File: src/rtl/sbc_pkg.sv
// shared constants and carriers for the command block status engine
package sbc_pkg;

  // word offsets inside a command block, in bytes from the base
  localparam logic [17:0] STAT_OFS  = 18'h00002; // status word
  localparam logic [17:0] CMD_OFS   = 18'h00004; // command word

  // status word field positions
  localparam int          DONE_BIT  = 15;        // buffer used flag
  localparam int          RSV_HI    = 14;        // unused field, top
  localparam int          RSV_LO    = 8;         // unused field, bottom

  // command word field positions
  localparam int          IRQ_BIT   = 15;        // completion request
  localparam int          TID_HI    = 2;         // target select, top
  localparam int          TID_LO    = 0;         // target select, bottom

  // interrupt priority level and vector offset
  localparam logic [4:0]  IRQ_LEVEL = 5'h0E;
  localparam logic [8:0]  IRQ_VEC   = 9'h0C4;

  // reset values
  localparam logic [17:0] BASE_RST  = 18'h00000;
  localparam logic [15:0] WORD_RST  = 16'h0000;
  localparam logic [7:0]  BYTE_RST  = 8'h00;
  localparam logic [2:0]  TID_RST   = 3'h0;

  // bus events, packed in status word bit order 7 down to 0
  typedef struct packed {
    logic bus_reset;    // bit 7
    logic timeout;      // bit 6
    logic xsum_bad;     // bit 5, target only
    logic bad_phase;    // bit 4, initiator only
    logic no_ack;       // bit 3, initiator only
    logic early_phase;  // bit 2, initiator only
    logic cmd_err;      // bit 1, target only
    logic parity;       // bit 0
  } sbc_evt_t;

  // buffer ram request carrier
  typedef struct packed {
    logic        req;   // request, held until ack
    logic        we;    // write when set
    logic [17:0] addr;  // byte address
    logic [15:0] wdata; // write data
  } sbc_mem_t;

  // engine states, one-hot
  typedef enum logic [5:0] {
    ST_IDLE  = 6'b000001,
    ST_RSTAT = 6'b000010,
    ST_RCMD  = 6'b000100,
    ST_ACT   = 6'b001000,
    ST_SEND  = 6'b010000,
    ST_WSTAT = 6'b100000
  } sbc_state_t;

endpackage

File: src/rtl/sbc_sticky.sv
`timescale 1ns/100ps
// bank of sticky flags; a set in the clear cycle wins
module sbc_sticky #(
  parameter int W = 8
) (
  // clock and reset
  input  wire logic         i_clk_sys,
  input  wire logic         i_rst,
  // set and clear
  input  wire logic [W-1:0] i_set,
  input  wire logic         i_clr,
  // held flags
  output logic      [W-1:0] o_q
);

  logic [W-1:0] q_q; // flag storage
  logic [W-1:0] q_d; // next flags

  // clear first, then or in new sets
  always_comb begin
    q_d = (i_clr ? '0 : q_q) | i_set;
  end

  // flag register
  always_ff @(posedge i_clk_sys or posedge i_rst) begin
    if (i_rst) begin
      q_q <= '0;
    end else begin
      q_q <= q_d;
    end
  end

  assign o_q = q_q;

endmodule // sbc_sticky

File: src/rtl/sbc_engine.sv
`timescale 1ns/100ps
module sbc_engine (
  // clock and reset
  input  wire logic            i_clk_sys,
  input  wire logic            i_rst,
  // buffer hand-in from the list walker
  input  wire logic            i_start,     // pulse, take buffer
  input  wire logic [17:0]     i_base,      // command block base
  input  wire logic            i_tgt_role,  // set: target role
  // link progress from the bus sequencer
  input  wire sbc_pkg::sbc_evt_t i_evt,     // event pulses
  input  wire logic            i_status_in, // status-in reached
  input  wire logic            i_txn_end,   // transaction over
  input  wire logic            i_tgt_gone,  // target left early
  input  wire logic            i_no_dev,    // select found nobody
  // buffer ram
  output sbc_pkg::sbc_mem_t    o_mem,
  input  wire logic            i_mem_ack,
  input  wire logic [15:0]     i_mem_rdata,
  // to the bus sequencer
  output logic                 o_go,        // pulse, buffer accepted
  output logic                 o_skip,      // pulse, buffer skipped
  output logic [2:0]           o_target_id, // target to select
  output logic                 o_stat_vld,  // pulse, status byte
  output logic [7:0]           o_stat_byte,
  output logic                 o_oe_clr,    // pulse, drop output enable
  output logic                 o_busy,
  // interrupt request
  output logic                 o_irq,       // pulse
  output logic [4:0]           o_irq_level,
  output logic [8:0]           o_irq_vec
);

  // all engine state
  typedef struct packed {
    sbc_pkg::sbc_state_t st;   // engine state
    logic [17:0]         base; // current block base
    logic                tgt;  // role of this buffer
    logic                ie;   // completion interrupt wanted
    logic                stin; // status-in phase reached
    sbc_pkg::sbc_mem_t   mem;  // ram request
    logic                go;
    logic                skip;
    logic [2:0]          tid;
    logic                svld;
    logic [7:0]          sbyte;
    logic                oeclr;
    logic                busy;
    logic                irq;
    logic [4:0]          lvl;
    logic [8:0]          vec;
  } sbc_eng_t;

  sbc_eng_t          s_q;      // registered state
  sbc_eng_t          s_d;      // next state
  sbc_pkg::sbc_evt_t evt_ok;   // events valid for role
  logic [7:0]        flags;    // sticky flags of the buffer
  logic              flg_clr;  // wipe flags for a new buffer
  logic              reached;  // status-in seen, this cycle too
  logic              early_ab; // abort before status-in

  // keep only events that mean something in this role
  always_comb begin
    evt_ok             = i_evt;
    evt_ok.xsum_bad    = i_evt.xsum_bad & s_q.tgt;
    evt_ok.cmd_err     = i_evt.cmd_err & s_q.tgt;
    evt_ok.bad_phase   = i_evt.bad_phase & ~s_q.tgt;
    evt_ok.no_ack      = i_evt.no_ack & ~s_q.tgt;
    evt_ok.early_phase = i_evt.early_phase & ~s_q.tgt;
  end

  assign flg_clr  = (s_q.st == sbc_pkg::ST_IDLE) & i_start;
  assign reached  = s_q.stin | i_status_in;
  assign early_ab = ~reached & (i_evt.bus_reset | i_evt.timeout);

  // flags gather only while the transaction runs
  sbc_sticky #(
    .W (8)
  ) u_flags (
    .i_clk_sys (i_clk_sys),
    .i_rst     (i_rst),
    .i_set     ((s_q.st == sbc_pkg::ST_ACT) ? evt_ok : 8'h00),
    .i_clr     (flg_clr),
    .o_q       (flags)
  );

  // next state and outputs
  always_comb begin
    s_d       = s_q;
    s_d.go    = 1'b0;
    s_d.skip  = 1'b0;
    s_d.svld  = 1'b0;
    s_d.oeclr = 1'b0;
    s_d.irq   = 1'b0;
    s_d.lvl   = sbc_pkg::IRQ_LEVEL;
    s_d.vec   = sbc_pkg::IRQ_VEC;
    case (s_q.st)
      // wait for a buffer, then read its status word
      sbc_pkg::ST_IDLE: begin
        if (i_start) begin
          s_d.base      = i_base;
          s_d.tgt       = i_tgt_role;
          s_d.stin      = 1'b0;
          s_d.busy      = 1'b1;
          s_d.mem.req   = 1'b1;
          s_d.mem.we    = 1'b0;
          s_d.mem.addr  = i_base + sbc_pkg::STAT_OFS;
          s_d.st        = sbc_pkg::ST_RSTAT;
        end
      end
      // used flag already set: leave the buffer alone
      sbc_pkg::ST_RSTAT: begin
        if (i_mem_ack) begin
          if (i_mem_rdata[sbc_pkg::DONE_BIT]) begin
            s_d.mem.req = 1'b0;
            s_d.skip    = 1'b1;
            s_d.busy    = 1'b0;
            s_d.st      = sbc_pkg::ST_IDLE;
          end else begin
            s_d.mem.addr = s_q.base + sbc_pkg::CMD_OFS;
            s_d.st       = sbc_pkg::ST_RCMD;
          end
        end
      end
      // take interrupt request, and target id when initiating
      sbc_pkg::ST_RCMD: begin
        if (i_mem_ack) begin
          s_d.mem.req = 1'b0;
          s_d.ie      = i_mem_rdata[sbc_pkg::IRQ_BIT];
          s_d.tid     = s_q.tgt ? sbc_pkg::TID_RST :
                        i_mem_rdata[sbc_pkg::TID_HI:sbc_pkg::TID_LO];
          s_d.go      = 1'b1;
          s_d.st      = sbc_pkg::ST_ACT;
        end
      end
      // transaction on the bus
      sbc_pkg::ST_ACT: begin
        if (i_status_in) begin
          s_d.stin = 1'b1;
        end
        if (early_ab) begin
          // bus reset or timeout before status-in: no write
          s_d.oeclr = 1'b1;
          s_d.irq   = 1'b1;
          s_d.busy  = 1'b0;
          s_d.st    = sbc_pkg::ST_IDLE;
        end else if (~reached & (i_tgt_gone | i_no_dev)) begin
          // nobody to finish with: no write
          s_d.irq  = s_q.ie;
          s_d.busy = 1'b0;
          s_d.st   = sbc_pkg::ST_IDLE;
        end else if (i_txn_end & reached) begin
          s_d.st = s_q.tgt ? sbc_pkg::ST_SEND : sbc_pkg::ST_WSTAT;
        end
      end
      // target hands its status byte to the initiator
      sbc_pkg::ST_SEND: begin
        s_d.svld  = 1'b1;
        s_d.sbyte = flags;
        s_d.st    = sbc_pkg::ST_WSTAT;
      end
      // write the status word once, then finish
      sbc_pkg::ST_WSTAT: begin
        if (~s_q.mem.req) begin
          s_d.mem.req   = 1'b1;
          s_d.mem.we    = 1'b1;
          s_d.mem.addr  = s_q.base + sbc_pkg::STAT_OFS;
          s_d.mem.wdata = {1'b1, 7'h00, flags};
        end else if (i_mem_ack) begin
          s_d.mem.req = 1'b0;
          s_d.mem.we  = 1'b0;
          s_d.irq     = s_q.ie;
          s_d.busy    = 1'b0;
          s_d.st      = sbc_pkg::ST_IDLE;
        end
      end
      default: begin
        s_d.st      = sbc_pkg::ST_IDLE;
        s_d.mem.req = 1'b0;
        s_d.busy    = 1'b0;
      end
    endcase
  end

  // state register
  always_ff @(posedge i_clk_sys or posedge i_rst) begin
    if (i_rst) begin
      s_q       <= '0;
      s_q.st    <= sbc_pkg::ST_IDLE;
      s_q.base  <= sbc_pkg::BASE_RST;
      s_q.sbyte <= sbc_pkg::BYTE_RST;
      s_q.tid   <= sbc_pkg::TID_RST;
      s_q.mem   <= '0;
    end else begin
      s_q <= s_d;
    end
  end

  // outputs straight from the state register
  assign o_mem       = s_q.mem;
  assign o_go        = s_q.go;
  assign o_skip      = s_q.skip;
  assign o_target_id = s_q.tid;
  assign o_stat_vld  = s_q.svld;
  assign o_stat_byte = s_q.sbyte;
  assign o_oe_clr    = s_q.oeclr;
  assign o_busy      = s_q.busy;
  assign o_irq       = s_q.irq;
  assign o_irq_level = s_q.lvl;
  assign o_irq_vec   = s_q.vec;

  // used flag read as set leads to a skip next cycle
  a_used_skip: assert property (@(posedge i_clk_sys) disable iff (i_rst)
    s_q.st == sbc_pkg::ST_RSTAT && i_mem_ack &&
    i_mem_rdata[sbc_pkg::DONE_BIT] |=> o_skip && !o_go && !o_mem.req)
    else $error("used buffer not skipped");

  // every status write carries the used flag and zero spare bits
  a_write_format: assert property (@(posedge i_clk_sys) disable iff (i_rst)
    o_mem.req && o_mem.we |-> o_mem.wdata[sbc_pkg::DONE_BIT] &&
    o_mem.wdata[sbc_pkg::RSV_HI:sbc_pkg::RSV_LO] == 7'h00)
    else $error("status word format wrong");

  // status goes to base plus two
  a_write_addr: assert property (@(posedge i_clk_sys) disable iff (i_rst)
    o_mem.req && o_mem.we |-> o_mem.addr == s_q.base + sbc_pkg::STAT_OFS)
    else $error("status written to wrong address");

  // early bus reset drops output, interrupts, never writes
  a_reset_abort: assert property (@(posedge i_clk_sys) disable iff (i_rst)
    s_q.st == sbc_pkg::ST_ACT && !reached && i_evt.bus_reset
    |=> o_oe_clr && o_irq && !o_mem.we ##1 !o_mem.we)
    else $error("early bus reset mishandled");

  // early timeout drops output, interrupts, returns to idle
  a_tmo_abort: assert property (@(posedge i_clk_sys) disable iff (i_rst)
    s_q.st == sbc_pkg::ST_ACT && !reached && i_evt.timeout
    |=> o_oe_clr && o_irq && s_q.st == sbc_pkg::ST_IDLE)
    else $error("early timeout mishandled");

  // target only bits stay clear when initiating
  a_tgt_bits: assert property (@(posedge i_clk_sys) disable iff (i_rst)
    o_mem.req && o_mem.we && !s_q.tgt |-> !o_mem.wdata[5] && !o_mem.wdata[1])
    else $error("target bit set as initiator");

  // initiator only bits stay clear as target
  a_ini_bits: assert property (@(posedge i_clk_sys) disable iff (i_rst)
    o_mem.req && o_mem.we && s_q.tgt |-> o_mem.wdata[4:2] == 3'h0)
    else $error("initiator bit set as target");

  // status byte goes out just before the write request
  a_send_write: assert property (@(posedge i_clk_sys) disable iff (i_rst)
    o_stat_vld |-> s_q.tgt ##1 o_mem.req && o_mem.we &&
    o_mem.wdata[7:0] == $past(o_stat_byte))
    else $error("status byte not followed by write");

  // completion interrupt only when asked for, at fixed level
  a_irq_ie: assert property (@(posedge i_clk_sys) disable iff (i_rst)
    o_irq && !o_oe_clr |-> s_q.ie && o_irq_level == sbc_pkg::IRQ_LEVEL)
    else $error("interrupt without request");

  // parity seen as the transaction ends shows in bit 0 of the write
  a_parity_bit: assert property (@(posedge i_clk_sys) disable iff (i_rst)
    s_q.st == sbc_pkg::ST_ACT && reached && i_txn_end && i_evt.parity
    |-> ##[1:4] o_mem.req && o_mem.we && o_mem.wdata[0])
    else $error("parity flag lost");

  // leaving target or missing device writes nothing
  a_gone_nowrite: assert property (@(posedge i_clk_sys) disable iff (i_rst)
    s_q.st == sbc_pkg::ST_ACT && !reached && !early_ab &&
    (i_tgt_gone || i_no_dev) |=> s_q.st == sbc_pkg::ST_IDLE && !o_mem.req)
    else $error("status written after lost peer");

endmodule // sbc_engine

File: config.mk
export PLATFORM = sky130hd
export DESIGN_NAME = sbc_engine
export DESIGN_NICKNAME = d
export VERILOG_FILES = /design/src/rtl/sbc_pkg.sv /design/src/rtl/sbc_sticky.sv /design/src/rtl/sbc_engine.sv
export SDC_FILE = /design/constraint.sdc
export NUM_CORES = 1
export LEC_CHECK = 0
export ABC_CLOCK_PERIOD_IN_PS = 5800
export BUFFER_PORTS_ARGS = -buffer_cell sky130_fd_sc_hd__clkbuf_2
export CORE_AREA = 2 2 94 96
export CTS_CLUSTER_DIAMETER = 200
export DETAILED_ROUTE_END_ITERATION = 7
export DIE_AREA = 0 0 96 98
export MAX_ROUTING_LAYER = met4
export PLACE_DENSITY = 0.92
export SKIP_LAST_GASP = 1
export SLEW_MARGIN = 40
export SYNTH_ARGS = -nofsm -noshare
export SYNTH_HDL_FRONTEND = slang
export SYNTH_HIERARCHICAL = 1
export SYNTH_SLANG_ARGS = --single-unit
File: constraint.sdc
create_clock -name i_clk_sys -period 5.8 [get_ports i_clk_sys]
set_input_delay 0.58 -clock i_clk_sys [delete_from_list [all_inputs] [get_ports i_clk_sys]]
set_output_delay 0.58 -clock i_clk_sys [all_outputs]
set_load 0.01 [all_outputs]
# Yosys cells after proc, flatten, opt, wreduce, memory -nomap -nowiden

Index checks and enable logic that the tools add are counted.
Widths: inputs -> output; s select.

Input port bits: 51
Word-level logic and storage cells: 115
Register bits after elaboration: 82

Mux-type cells: 43
Bitwise operators: 18
Eq/ne operators: 18
$add $sub $neg: 3
Reduce and logical (&&, ||, !) cells: 14

Operators with widths:

| operator              | number |
|---|---|
| $pmux 18 s3           | 1 |
| $mux 6                | 8 |
| $add 18x2->18 const B | 2 |
| $mux 18               | 2 |
| $pmux 6 s6            | 1 |
| $mux 34               | 1 |
| $mux 25               | 1 |
| $mux 21               | 1 |
| $add 18x3->18 const B | 1 |
| $ne 2x2->1 const B    | 9 |
| $mux 8                | 2 |
| $mux 1                | 12 |
| $mux 2                | 6 |
| $pmux 1 s5            | 2 |
| $reduce_and 5->1      | 2 |
| $and 1x1->1           | 9 |
| $mux 9                | 1 |
| $or 8x8->8            | 1 |
| $reduce_and 7->1      | 1 |
| $eq 6x1->1 const B    | 1 |
| $eq 6x2->1 const B    | 1 |
| $eq 6x3->1 const B    | 1 |
| $eq 6x4->1 const B    | 1 |
| $eq 6x5->1 const B    | 1 |
| 14 further kinds      | 28 |

# Depth between registers and ports, before layout

Word-level depth: 6
Mapped depth: 9
Depth with buffers taken out: 6

# By module

Netlist, hierarchy kept.

Modules (own cells, without submodules):

| module     | area an instance (um^2) | cells each | times used | seq. area each (um^2) |
|---|---|---|---|---|
| sbc_engine | 4506.8                  | 539        | 1          | 1853.0 |
| sbc_sticky | 267.8                   | 18         | 1          | 200.2 |

# Least setup slack after synthesis

Ideal clock, no wire load.

Kind: register -> register
Start: reg s_q[90] in the netlist's numbering
End: reg s_q (netlist bit o_mem[20])
Required time: 5675 ps
Arrival: 2246 ps
Buffers on the path: 3
Clock period less this slack: 2371 ps
Slack: 3429 ps
Stages on the path, launching flop included: 8
Cell sequence: dfrtp_1 > buf_2 > or4_1 > or3_1 > buf_2 > a222oi_1 > buf_4 > mux2_2

Cells in the longest elaborated chain, start to end: 3
Elaborated cells between the ends (all ways): 10

Ends and longest elaborated chain:

| item                                                             | line             | RTL |
|---|---|---|
| start, declared                                                  | sbc_engine.sv:54 | `sbc_eng_t s_q;` |
| $eq 6x6->1 (tied with other cells)                               | sbc_engine.sv:97 | `case (s_q.st)` |
| $ne 2x2->1 (no source line) or $reduce_bool 3->1 (tied branches) | --               |  |
| $reduce_and 5->1 (no source line)                                | --               |  |

Several ways; a longest one is shown, not always the timed one.
A chain may end at the register's enable or synchronous reset.

# Final worst setup path

Same ends and word-level chain as after synthesis.

==> impl_metrics.toml <==
[status]
status = "complete, no violations"

[logic_synthesis]
ys_top_cells_by_area = "dfrtp_1 (42%), nand2_1 (10%), buf_4 (9.9%)"
synth_area_sq_um = 4770
synth_edf_count = 0
syn_inst = 557
synth_top_flop_cell = "dfrtp_1"
synth_top_family_by_area = "simple AND/OR/NAND/NOR gates"
synth_top_cell_area_share_pct = 42.5
synth-xor-area-share_pct = 3.67
synth_compound_area_share_pct = 13.7
synth.distinct_cells = 56
synth_fa_ha_area_share_pct = 1.05
synthSimpleGateAreaFrac_pct = 25.2
yosysWarnings = 6
synth-seq-cells = 82
yosysTopAreaCell = "dfrtp_1"
postSynth.asyncResetShare_pct = 100
postSynthAreaPerCell_sq_um = 8.57
synthMuxAreaShare_pct = 0.472
ys_seq_area_share_pct = 43.0

[cells_and_area]
seq_area_sq_um = 2050
syn2layout_area_growth_pct = 6.60
fillerInstances = 782
layout_common_cells = "nand2_1 (129), clkbuf_2 (90), dfrtp_1 (81), nor2_1 (35), nand3_1 (19)"
fin_nets = 647
n_antenna_cell = 0
multiInputGateArea_sq_um = 2190
final_common_cell = "nand2_1"
drive_gt1_share_pct = 21.1

[clock_tree]
clkLatencyLatePin_ps = 360
cts_sinks = 82
path_clk_slew_ps = 90
cts_tree = "built"
cts_resized = 0
ctsHtreeMaxLevel = 3
clk_path_buf_depth = 2
holdBufCountCts = 0
cts_inserted_buffers = 9
cts-root-buf = "clkbuf_8"
postCtsSetupBuffers = 0

[die]
fp.dieH_um = 98
core_sq_um = 8470
initial_utilization_pct = 56.4
boundaryPins = 118
dieArea_sq_um = 9410
rows = 34
die_x_um = 96

[drt]
wl_um = 11500
dr.pass1.iters = 5
final_antenna_net_count = 0
via_per_inst = 5.94
drt_iter0_markers = 459
wire_per_inst_um = 16.4
vias = 4189
drc = 0

[global_route]
grt_antenna_before_repair = 0
grt_pass1_vias = 3933
gr-total-overflow = 0
grt_util_all_layers_pct = 26.1
grt_max_degree = 75
grt_pass1_wl_um = 18900

[sta]
slew_violations = 0
tightestPinTransition_ps = 764
setup_viol_count_final = 0
layout_setup_ws_ps = 2490
finalCritPeriodShare_pct = 57.0
finalHoldViolations = 0
hold_ws_ps = 163
fmax_mhz = 302
slew_headroom_pct = 48.6
fin_skew_ps = 12.2
fin_crit_ps = 3310
rsz0062_at_grt = "false"
tns_ps = 0

[critical_path]
cp.required_ps = 6040
max_stage_delay_ps = 780
crit_slowest_cell = "or3_2"
worstPathArrival_ps = 3540
cp_max_fo = 36
path_cells = "or4_1 -> or3_2 -> a222oi_1 -> buf_4 -> mux2_2"
start_kind = "flop"
path_class = "reg2reg"
r2r-start = "s_q[90]"
rr_worst_depth = 5
critPathCaptureType = "flop"
ff2ff_setup_slack_ps = 2490
r2r_end = "o_mem[20]"

[pwr]
finalPower_mw = 2.11
power.leakage_nw = 2.61
power_density_nw_per_um2 = 415
vdd.ir_drop.worst_mv = 0.148

[place]
io_buffers = 90
dpl_worst_slack_ps = 2470
hpwlAfterDp_um = 8450
routabilityCongestion = 1.02

[flow_run]
maxCapViolCount = 0

[min_path]
hold_path.class = "in2async"
==> power by group <==
part | leakage (nW) | total (mW) | switching (mW) | internal, mW
Clock | 0.0985 | 0.403 | 0.217 | 0.186
Combinational | 1.46 | 0.789 | 0.479 | 0.310
Sequential | 1.05 | 0.921 | 0.189 | 0.732
==> cells in the mapped netlist, drive strengths merged, types with 5 or more instances <==
cell and instances:
nor2 35, nand3 19, or3 6, dfrtp 81
nand2b 7, and3 8, inv 12, nand2 129
a21o 9, nor4 11, nor3 15, a21oi 16
o22ai 5, nand4 8, o21ai 15, nand3b 6
xor2 10, clkbuf 14, a31oi 7, buf 68
xnor2 10
==> flip-flops by register name, indices dropped and copies added, names as in the netlist <==
signal,count
o_stat_byte,8
o_busy,1
o_oe_clr,1
o_irq_level,1
o_go,1
o_irq,1
s_q,27
o_mem,29
o_target_id,3
u_flags/o_q,8
o_skip,1
o_stat_vld,1
==> area by class of cell <==
class / count / share of cell area [%]
inverter: 13 / 0.959
clock inverter: 5 / 0.885
clock buffer: 11 / 2.97
sequential: 82 / 40.3
timing repair buffer: 92 / 9.22
multi-input combinational: 394 / 43.0
tap: 108 / 2.65
==> worst max-delay path by stage <==
| stage | slack (ps) | cells past startpoint | start | to |
|---|---|---|---|---|
| after global placement | 2550 | 5 | s_q[89] | o_mem[20] |
| after floorplan | 3340 | 1 | i_rst | o_busy |
| after global routing | 2350 | 6 | s_q[90] | o_mem[27] |
| final | 2490 | 5 | s_q[90] | o_mem[20] |
| after detailed placement | 2470 | 5 | s_q[89] | o_mem[20] |
| after CTS | 2450 | 5 | s_q[89] | o_mem[20] |
==> per-stage QoR <==
stage / utilization [%] / cell area (sq um) / std cells
final: 60.1 / 5090 / 705
after global placement: 57.5 / 4870 / 689
after detailed placement: 57.7 / 4890 / 689
after floorplan: - / 4830 / 571
after CTS: 60.0 / 5080 / 705
after global routing: 60.1 / 5090 / 705
==> kinds of logic after synthesis <==
family	after synthesis
and+or+nand+nor	261
AOI/OAI and AO/OA	91
buffers and inverters	95
other	2
muxes	2
adders and majority gates	4
DFF	82
xor gates and xnor gates	20
==> worst max-delay path, delay by kind of cell (launching register included) <==
family,cells,cell delay (ps)
AO/OA/AOI/OAI,1,380
buffers and inverters,1,390
flip-flops,1,500
AND/OR/NAND/NOR,2,1550
multiplexers,1,370
==> per-layer routing <==
layer / GRT usage, % / vias to the layer above / routed length [um] / share of wire (%)
met5: - / - / 0 / 0
met4: 11.0 / 0 / 284 / 2.5
met3: 3.47 / 35 / 927 / 8.0
met2: 39.2 / 221 / 5520 / 48
met1: 35.6 / 1997 / 4810 / 42
li1: - / 1936 / - / -
(Power assumes the default switching activity.)
